$ cat src/logic/cco_pkg.sv
`default_nettype none
// Shared constants for the completion coalescing engine and its host end.
package cco_pkg;
    // Port count, command slots per port and field widths.
    localparam int unsigned NPORTS = 8;
    localparam int unsigned SLOTS = 32;
    localparam int unsigned SEL_W = 5;
    localparam int unsigned THR_W = 8;
    localparam int unsigned TV_W = 16;
    localparam int unsigned COUNT_W = 16;
    localparam int unsigned INC_W = 10;
    localparam int unsigned PC_W = 6;
    localparam int unsigned PORTINC_W = 7;
    localparam int unsigned TICK_W = 16;

    // Millisecond tick derived from the 50 MHz system clock.
    localparam int unsigned CLK_MHZ = 50;
    localparam int unsigned TICK_PERIOD_US = 1000;
    localparam int unsigned MS_TICK_CYCLES = TICK_PERIOD_US * CLK_MHZ;

    // Interrupt vector used when the programmed one would collide with a present port.
    localparam logic [SEL_W-1:0] DEFAULT_INT_SEL = 5'h08;

    // Register byte offsets on the Wishbone slave.
    localparam logic [7:0] OFS_CONTROL = 8'h00;
    localparam logic [7:0] OFS_PORT_SELECT = 8'h04;
    localparam logic [7:0] OFS_PORTS_PRESENT = 8'h08;
    localparam logic [7:0] OFS_IRQ_STATUS = 8'h0C;
    localparam logic [7:0] OFS_GLOBAL = 8'h10;
    localparam logic [7:0] OFS_ENGINE_STATE = 8'h14;

    // Control, global and engine state register field positions.
    localparam int unsigned CTL_EN_BIT = 0;
    localparam int unsigned CTL_SEL_LSB = 3;
    localparam int unsigned CTL_THR_LSB = 8;
    localparam int unsigned CTL_TV_LSB = 16;
    localparam int unsigned GLB_GATE_BIT = 0;
    localparam int unsigned STATE_TIMER_LSB = 16;

    // Reset values.
    localparam logic [THR_W-1:0] RESET_THR = 8'h01;
    localparam logic [TV_W-1:0] RESET_TV = 16'h0001;

    // Engine running mode.
    typedef enum logic {
        MODE_OFF,
        MODE_RUN
    } cco_mode_t;
endpackage
`default_nettype wire

$ cat src/logic/cco_link_if.sv
`timescale 1ns/100ps
`default_nettype none
// Control and event wires between the host end and the coalescing engine.
interface cco_link_if;
    logic                                enable;
    logic [cco_pkg::THR_W-1:0]           completion_threshold;
    logic [cco_pkg::TV_W-1:0]            timeout_ms_value;
    logic [cco_pkg::SEL_W-1:0]           int_select;
    logic [cco_pkg::NPORTS-1:0]          coalesce_port_select;
    logic [cco_pkg::NPORTS-1:0]          ports_present;
    logic                                coal_event;
    logic [cco_pkg::SEL_W-1:0]           coal_vector;
    logic [cco_pkg::COUNT_W-1:0]         done_count;
    logic [cco_pkg::TV_W-1:0]            coalesce_timer;

    modport dev (
        input  enable, completion_threshold, timeout_ms_value, int_select,
        input  coalesce_port_select, ports_present,
        output coal_event, coal_vector, done_count, coalesce_timer
    );
    modport hst (
        output enable, completion_threshold, timeout_ms_value, int_select,
        output coalesce_port_select, ports_present,
        input  coal_event, coal_vector, done_count, coalesce_timer
    );
endinterface
`default_nettype wire

$ cat src/logic/cco_engine.sv
`timescale 1ns/100ps
`default_nettype none
module cco_engine #(
    parameter int unsigned PRESCALE_CYCLES = cco_pkg::MS_TICK_CYCLES
) (
    input  wire logic                                          CLK_SYS_I,
    input  wire logic                                          RESET_N_I,
    input  wire logic                                          CE_I,
    cco_link_if.dev                                            LINK,
    input  wire logic [cco_pkg::NPORTS-1:0][cco_pkg::SLOTS-1:0] CMD_ISSUE_I,
    input  wire logic [cco_pkg::NPORTS-1:0][cco_pkg::SLOTS-1:0] QUEUED_ACTIVE_I
);

    ////////////////////////////////////////////////////////////////////////////////
    // Declarations.

    logic [cco_pkg::NPORTS-1:0][cco_pkg::SLOTS-1:0] prev_issue;
    logic [cco_pkg::NPORTS-1:0][cco_pkg::SLOTS-1:0] prev_queued;
    logic [cco_pkg::NPORTS-1:0]                     sel_ports;
    logic [cco_pkg::NPORTS-1:0][cco_pkg::PORTINC_W-1:0] port_inc;
    logic [cco_pkg::INC_W-1:0]                      total_inc;
    logic                                           outstanding;
    cco_pkg::cco_mode_t                             mode;
    logic                                           en_rise;
    logic [cco_pkg::THR_W-1:0]                      thr_q;
    logic [cco_pkg::TV_W-1:0]                       tv_q;
    logic [cco_pkg::TICK_W-1:0]                     tick_cnt;
    logic                                           tick;
    logic [cco_pkg::COUNT_W:0]                      sum_wide;
    logic [cco_pkg::COUNT_W-1:0]                    next_count;
    logic                                           thr_hit;
    logic                                           timer_hit;
    logic                                           drain_hit;
    logic                                           fire;
    logic                                           vec_clash;

    // Counts the set bits of one slot vector.
    function automatic logic [cco_pkg::PC_W-1:0] pop_slots(input logic [cco_pkg::SLOTS-1:0] v);
        logic [cco_pkg::PC_W-1:0] n;
        n = '0;
        for (int i = 0; i < cco_pkg::SLOTS; i++) begin
            n = n + cco_pkg::PC_W'(v[i]);
        end
        return n;
    endfunction

    ////////////////////////////////////////////////////////////////////////////////
    // Completion detection.

    // Previous vectors are kept for every port so a port that is newly selected
    // has a valid history at once; selection then applies in the same cycle.
    always_ff @(posedge CLK_SYS_I or negedge RESET_N_I) begin
        if (!RESET_N_I) begin
            prev_issue <= '0;
            prev_queued <= '0;
        end else if (CE_I) begin
            prev_issue <= CMD_ISSUE_I;
            prev_queued <= QUEUED_ACTIVE_I;
        end
    end

    assign sel_ports = LINK.coalesce_port_select & LINK.ports_present;

    // Per-port completions: issue falls with queued low, or queued falls.
    generate
        for (genvar g = 0; g < cco_pkg::NPORTS; g++) begin : gen_port
            logic [cco_pkg::SLOTS-1:0] issue_fall;
            logic [cco_pkg::SLOTS-1:0] queued_fall;
            assign issue_fall = prev_issue[g] & ~CMD_ISSUE_I[g] & ~QUEUED_ACTIVE_I[g];
            assign queued_fall = prev_queued[g] & ~QUEUED_ACTIVE_I[g];
            assign port_inc[g] = sel_ports[g] ?
                ({1'b0, pop_slots(issue_fall)} + {1'b0, pop_slots(queued_fall)}) : '0;
        end
    endgenerate

    // Sum across ports and detect outstanding work on the selected set.
    always_comb begin
        total_inc = '0;
        outstanding = 1'b0;
        for (int i = 0; i < cco_pkg::NPORTS; i++) begin
            total_inc = total_inc + cco_pkg::INC_W'(port_inc[i]);
            outstanding = outstanding | (sel_ports[i] & ((|CMD_ISSUE_I[i]) | (|QUEUED_ACTIVE_I[i])));
        end
    end

    ////////////////////////////////////////////////////////////////////////////////
    // Millisecond prescaler.

    always_ff @(posedge CLK_SYS_I or negedge RESET_N_I) begin
        if (!RESET_N_I) begin
            tick_cnt <= '0;
        end else if (CE_I) begin
            if (tick) begin
                tick_cnt <= '0;
            end else begin
                tick_cnt <= tick_cnt + cco_pkg::TICK_W'(1);
            end
        end
    end

    assign tick = (tick_cnt == cco_pkg::TICK_W'(PRESCALE_CYCLES - 1));

    ////////////////////////////////////////////////////////////////////////////////
    // Enable handling and captured fields.

    // The fields are captured only on the rising enable so a later careless
    // write cannot disturb a running window.
    assign en_rise = LINK.enable && (mode == cco_pkg::MODE_OFF);

    always_ff @(posedge CLK_SYS_I or negedge RESET_N_I) begin
        if (!RESET_N_I) begin
            mode <= cco_pkg::MODE_OFF;
        end else if (CE_I) begin
            case (mode)
                cco_pkg::MODE_OFF: begin
                    if (LINK.enable) begin
                        mode <= cco_pkg::MODE_RUN;
                    end
                end
                cco_pkg::MODE_RUN: begin
                    if (!LINK.enable) begin
                        mode <= cco_pkg::MODE_OFF;
                    end
                end
                default: begin
                    mode <= cco_pkg::MODE_OFF;
                end
            endcase
        end
    end

    always_ff @(posedge CLK_SYS_I or negedge RESET_N_I) begin
        if (!RESET_N_I) begin
            thr_q <= cco_pkg::RESET_THR;
            tv_q <= cco_pkg::RESET_TV;
        end else if (CE_I && en_rise) begin
            thr_q <= LINK.completion_threshold;
            tv_q <= LINK.timeout_ms_value;
        end
    end

    ////////////////////////////////////////////////////////////////////////////////
    // Interrupt conditions.

    // The counter saturates instead of wrapping, so a huge burst never looks small.
    assign sum_wide = {1'b0, LINK.done_count} + (cco_pkg::COUNT_W + 1)'(total_inc);
    assign next_count = sum_wide[cco_pkg::COUNT_W] ? '1 : sum_wide[cco_pkg::COUNT_W-1:0];

    assign thr_hit = (thr_q != '0) && (next_count >= cco_pkg::COUNT_W'(thr_q));
    assign timer_hit = tick && outstanding && (LINK.coalesce_timer == cco_pkg::TV_W'(1));
    assign drain_hit = (total_inc != '0) && !outstanding && (thr_q != '0);
    assign fire = (mode == cco_pkg::MODE_RUN) && LINK.enable && (thr_hit || timer_hit || drain_hit);

    ////////////////////////////////////////////////////////////////////////////////
    // Completion counter and timer.

    always_ff @(posedge CLK_SYS_I or negedge RESET_N_I) begin
        if (!RESET_N_I) begin
            LINK.done_count <= '0;
        end else if (CE_I) begin
            if (en_rise || fire) begin
                LINK.done_count <= '0;
            end else if (mode == cco_pkg::MODE_RUN) begin
                LINK.done_count <= next_count;
            end
        end
    end

    // hold when idle; zero never underflows.
    always_ff @(posedge CLK_SYS_I or negedge RESET_N_I) begin
        if (!RESET_N_I) begin
            LINK.coalesce_timer <= cco_pkg::RESET_TV;
        end else if (CE_I) begin
            if (en_rise) begin
                LINK.coalesce_timer <= LINK.timeout_ms_value;
            end else if (fire) begin
                LINK.coalesce_timer <= tv_q;
            end else if (mode == cco_pkg::MODE_RUN && tick && outstanding && LINK.coalesce_timer != '0) begin
                LINK.coalesce_timer <= LINK.coalesce_timer - cco_pkg::TV_W'(1);
            end
        end
    end

    ////////////////////////////////////////////////////////////////////////////////
    // Event output toward the status logic.

    // fall back if index names a present port.
    assign vec_clash = (LINK.int_select < cco_pkg::SEL_W'(cco_pkg::NPORTS)) &&
                       LINK.ports_present[LINK.int_select[2:0]];

    always_ff @(posedge CLK_SYS_I or negedge RESET_N_I) begin
        if (!RESET_N_I) begin
            LINK.coal_event <= 1'b0;
            LINK.coal_vector <= cco_pkg::DEFAULT_INT_SEL;
        end else if (CE_I) begin
            LINK.coal_event <= fire;
            if (fire) begin
                LINK.coal_vector <= vec_clash ? cco_pkg::DEFAULT_INT_SEL : LINK.int_select;
            end
        end
    end

endmodule
`default_nettype wire

$ cat src/flat_wrapper.sv
// flat-port wrapper written by rule: the top's interface ports become plain ports
module cco_engine_flat 
#(
    parameter int unsigned PRESCALE_CYCLES = cco_pkg::MS_TICK_CYCLES
)
  (CLK_SYS_I, RESET_N_I, CE_I, CMD_ISSUE_I, QUEUED_ACTIVE_I, LINK_enable, LINK_completion_threshold, LINK_timeout_ms_value, LINK_int_select, LINK_coalesce_port_select, LINK_ports_present, LINK_coal_event, LINK_coal_vector, LINK_done_count, LINK_coalesce_timer);
  cco_link_if LINK_i ();
  input  wire logic CLK_SYS_I;
  input  wire logic RESET_N_I;
  input  wire logic CE_I;
  input  wire logic [cco_pkg::NPORTS-1:0][cco_pkg::SLOTS-1:0] CMD_ISSUE_I;
  input  wire logic [cco_pkg::NPORTS-1:0][cco_pkg::SLOTS-1:0] QUEUED_ACTIVE_I;
  input wire logic [$bits(LINK_i.enable)-1:0] LINK_enable;
  input wire logic [$bits(LINK_i.completion_threshold)-1:0] LINK_completion_threshold;
  input wire logic [$bits(LINK_i.timeout_ms_value)-1:0] LINK_timeout_ms_value;
  input wire logic [$bits(LINK_i.int_select)-1:0] LINK_int_select;
  input wire logic [$bits(LINK_i.coalesce_port_select)-1:0] LINK_coalesce_port_select;
  input wire logic [$bits(LINK_i.ports_present)-1:0] LINK_ports_present;
  output wire logic [$bits(LINK_i.coal_event)-1:0] LINK_coal_event;
  output wire logic [$bits(LINK_i.coal_vector)-1:0] LINK_coal_vector;
  output wire logic [$bits(LINK_i.done_count)-1:0] LINK_done_count;
  output wire logic [$bits(LINK_i.coalesce_timer)-1:0] LINK_coalesce_timer;
  assign LINK_i.enable = LINK_enable;
  assign LINK_i.completion_threshold = LINK_completion_threshold;
  assign LINK_i.timeout_ms_value = LINK_timeout_ms_value;
  assign LINK_i.int_select = LINK_int_select;
  assign LINK_i.coalesce_port_select = LINK_coalesce_port_select;
  assign LINK_i.ports_present = LINK_ports_present;
  assign LINK_coal_event = LINK_i.coal_event;
  assign LINK_coal_vector = LINK_i.coal_vector;
  assign LINK_done_count = LINK_i.done_count;
  assign LINK_coalesce_timer = LINK_i.coalesce_timer;
  cco_engine #(.PRESCALE_CYCLES(PRESCALE_CYCLES)) u_core (.CLK_SYS_I(CLK_SYS_I), .RESET_N_I(RESET_N_I), .CE_I(CE_I), .LINK(LINK_i), .CMD_ISSUE_I(CMD_ISSUE_I), .QUEUED_ACTIVE_I(QUEUED_ACTIVE_I));
endmodule
$ cat config.mk
export PLATFORM = sky130hd
export DESIGN_NAME = cco_engine_flat
export DESIGN_NICKNAME = d
export VERILOG_FILES = /design/src/logic/cco_pkg.sv /design/src/logic/cco_link_if.sv /design/src/logic/cco_engine.sv /design/src/flat_wrapper.sv
export SDC_FILE = /design/constraint.sdc
export NUM_CORES = 2
export LEC_CHECK = 0
export BUFFER_PORTS_ARGS = -buffer_cell sky130_fd_sc_hd__buf_4
export CORE_MARGIN = 5
export CORE_UTILIZATION = 61
export DETAILED_ROUTE_END_ITERATION = 10
export PLACE_DENSITY = 0.84
export SLEW_MARGIN = 20
export SYNTH_ARGS = -nofsm -noshare
export SYNTH_HDL_FRONTEND = slang
export SYNTH_SLANG_ARGS = --single-unit
$ cat constraint.sdc
create_clock -name CLK_SYS_I -period 22.7 [get_ports CLK_SYS_I]
set_input_delay 1.135 -clock CLK_SYS_I [delete_from_list [all_inputs] [get_ports CLK_SYS_I]]
set_output_delay 1.135 -clock CLK_SYS_I [all_outputs]
set_load 0.02 [all_outputs]
==> impl_results.md <==
* Status: finished clean
* Final Hold Viols at 0
* Xor/xnor cell area share of the yosys netlist at between 2 and 2.5%
* WL final at 116 mm
* CTS Hold Buffers Added at 0
* Final setup viols at 0
* Crit share post-route at between 60% and 70%
* M2 GR Usage at between 50% and 60%
* Starting Density at 61.2%
* Gate Count Post-Synth at between 4,000 and 5,000
* Die W at between 200 and 300 µm
* DR iter-0 viols at ~2,100
* Core Footprint at 71,200 µm²
* Ports at between 500 and 600
* Cts bufs inserted at between 60 and 70
* Number of synthesized flops with an enable pin at 0
* Most used cell, CP: fa_1
* FMAX at ~67 MHz
* Syn_nets at 5,210
* CP peak stage delay at about 700 ps
* Max FO, Critical Path at 24
* Worst Tran Pin Value at approximately 1100 ps
* Vias in the first global route at approximately 35,000
* First-pass GRT wire length at between 150 and 200 mm
* Top FF cell, synth: dfrtp_1
* Post-synthesis register bit count at a little under 600
* Via count at ~32,000
* Fin Clk Skew at between 40 and 50 ps
* Yosys warns at 0
* Worst Setup End Kind: flip-flop
* Worst-path clk slew at approximately 60 ps
* Fin crit period at ~15,000 ps
* Area Growth Syn to Fin at 18.3%
* Mux cell area share after synthesis at between 10% and 20%
* Worst-Skew Late Latency at 620 ps
* HPWL after DPL at approximately 90 mm
* Slew HR at around a quarter
* IO buf count at about 600
* Crit-path slowest cell: nor2_4
* GRT overflow at 0
* GR met3 Demand/Resource at under 10%
* Compound-Gate Fraction of Synth Area at between 4 and 5%
* Row Count at 98
* M1 GR Usage at 38.8%
* Initial antenna violation count at 21
* CTS Root Cell: clkbuf_16
* Final max-slew violation count at 0
* Routed WL per cell at ~21 µm
* Routed vias/inst at about 5.6
* Largest family of logic cells by synthesized area: adder cells
* Post-Syn Area at about 44,000 µm²
* Postcts setup bufs at 0
* Yosys cell types at 66
* Total track usage at 30.1%
* Post-CTS sizing at 0
* Clock net sink count at 591
* Setup TNS at 0 ps
* Worst Setup Path Type: input pin to flip-flop
* Arrival time at the worst endpoint at ~15,000 ps
* Ys async rst share at 100%
* Post-synthesis adder-cell area fraction at 25.9%
* Post-Synth Simple-Gate Area at between 10% and 20%
* Min-Delay Path Class: flip-flop to flip-flop
* Crit start category: input pin
* Layer with the highest usage: met2
* Die ar. at between 70,000 and 80,000 µm²
* Layout cells sized above 1 at between 20% and 30%
* Sequential fraction of the synthesis area at about a third
* Antenna-violating nets left at 0
* Worst Path Required at approximately 23,000 ps
* Largest net degree at the start of global routing at 169
* Max clock buf depth at 3
* H-tree Lvls at 3
* Max Cap Violations at 0
* CTS tree: done
* Syn Area/Cell at roughly 11 µm²
* Nets@finish at 5,807
* Die Span Y at around 280 µm
* Routability cong. at 0.903
* RSZ-0062 raised after global routing: false
* Post-route DRC violation count at 0
* Worst hold slack at approximately 470 ps
* TritonRoute pass-1 iters at 5
[per-stage QoR]
| stage | std cells | worst slack [ps] | area (µm²) | utilization, % |
|---|---|---|---|---|
| 6_report | 5618 | 7720 | 51600 | 72.5 |
| 5_1_grt | 5616 | 6630 | 51600 | 72.5 |
| 4_1_cts | 5598 | 7730 | 51500 | 72.4 |
| 3_5_place_dp | 5477 | 7040 | 49100 | 69.0 |
| 3_3_place_gp | 5477 | 7370 | 49100 | 69.0 |
| 2_1_floorplan | 4002 | 9060 | 43600 | - |
[synth_stat cells (all sizes together), types with 3 or more instances]
cell type	number	share of area, %
dfrtp	587	34
mux2	537	14
inv	536	4.6
fa	427	20
nand2	286	2.5
nor2	282	2.4
ha	220	6.3
nand2b	197	2.8
nor4	142	2.1
nor2b	122	1.7
clkbuf	79	0.68
xnor2	73	1.5
a21oi	70	0.81
o21ai	66	0.77
a21o	57	0.98
nor3b	47	0.81
xor2	45	0.90
nand4	38	0.54
nand3	24	0.28
nor3	20	0.27
mux2i	19	0.44
or3	15	0.22
a221oi	13	0.26
o21a	12	0.21
o22ai	10	0.14
and3	9	0.13
a41oi	7	0.16
and2	6	0.086
a31oi	5	0.072
o31ai	5	0.12
buf	4	0.080
dfstp	4	0.24
nand3b	4	0.069
o21bai	4	0.069
a211oi	3	0.052
[worst max-delay path, delay by kind of cell]
family          cells  cell delay (ps)
fa+ha+maj          18             7730
buf+inv            10              720
compound gates     14             2780
xor+xnor            1              150
simple gates       10             2940
[routing by layer]
metal | share of wire [%] | wire length, µm
met1 | 39 | 45300
met2 | 50 | 58400
met3 | 6.5 | 7570
met4 | 3.8 | 4400
met5 | 0.056 | 65
[worst paths after layout]
| path | slack (ps) | endpoint | from | cells after the start |
|---|---|---|---|---|
| max reg2reg | 8040 | u_core.LINK.done_count[13]$_DFFE_PN0P_ | u_core.prev_issue[32]$_DFFE_PN0P_ | 52 |
| min in group asynchronous | 610 | u_core.prev_issue[250]$_DFFE_PN0P_ | RESET_N_I | 1 |
| max | 7720 | u_core.LINK.done_count[13]$_DFFE_PN0P_ | QUEUED_ACTIVE_I[32] | 53 |
| min | 470 | u_core.tv_q[0]$_DFFE_PN1P_ | u_core.tv_q[0]$_DFFE_PN1P_ | 2 |
| max in group asynchronous | 19870 | u_core.prev_queued[163]$_DFFE_PN0P_ | RESET_N_I | 3 |
| min reg2reg | 470 | u_core.tv_q[0]$_DFFE_PN1P_ | u_core.tv_q[0]$_DFFE_PN1P_ | 2 |
[cell usage in the layout, fill, tap and decap left out, types with 69 or more instances in the layout]
cell type	synthesis	final
nand2_1	286	286
clkbuf_16	0	70
nor4_1	141	141
mux2_2	537	537
buf_4	1	602
nand2b_1	197	197
nor2b_1	122	122
inv_1	536	536
a21oi_1	69	69
xnor2_1	73	73
dfrtp_1	587	587
fa_1	427	427
ha_1	220	220
nor2_1	280	280
[logic make-up after synthesis]
group | count (synthesis)
AOI/OAI and AO/OA | 270
xor gates and xnor gates | 118
adders and majority gates | 647
buffers and inverters | 619
DFF | 591
muxes | 558
and+or+nand+nor | 1199
[flip-flops by register name, summed over array words and instances (netlist names)]
signal / flops
u_core.LINK.coal_event: 1
u_core.LINK.coal_vector: 5
u_core.LINK.coalesce_timer: 16
u_core.LINK.done_count: 16
u_core.mode: 1
u_core.prev_issue: 256
u_core.prev_queued: 256
u_core.thr_q: 8
u_core.tick_cnt: 16
u_core.tv_q: 16
[layout make-up]
type / count / area, µm²
flip-flops and latches: 591 / 14800
clock buffers: 95 / 2000
well taps: 950 / 1190
repair buffers: 609 / 4660
inverters: 536 / 2010
diodes: 19 / 47.5
fillers: 4873 / 19600
clock inverters: 26 / 424
multi-input cells: 2792 / 26500
Power is left out: the tool's default activity adds up to more than one toggle a clock period on the data nets, which glitch-free logic cannot reach.
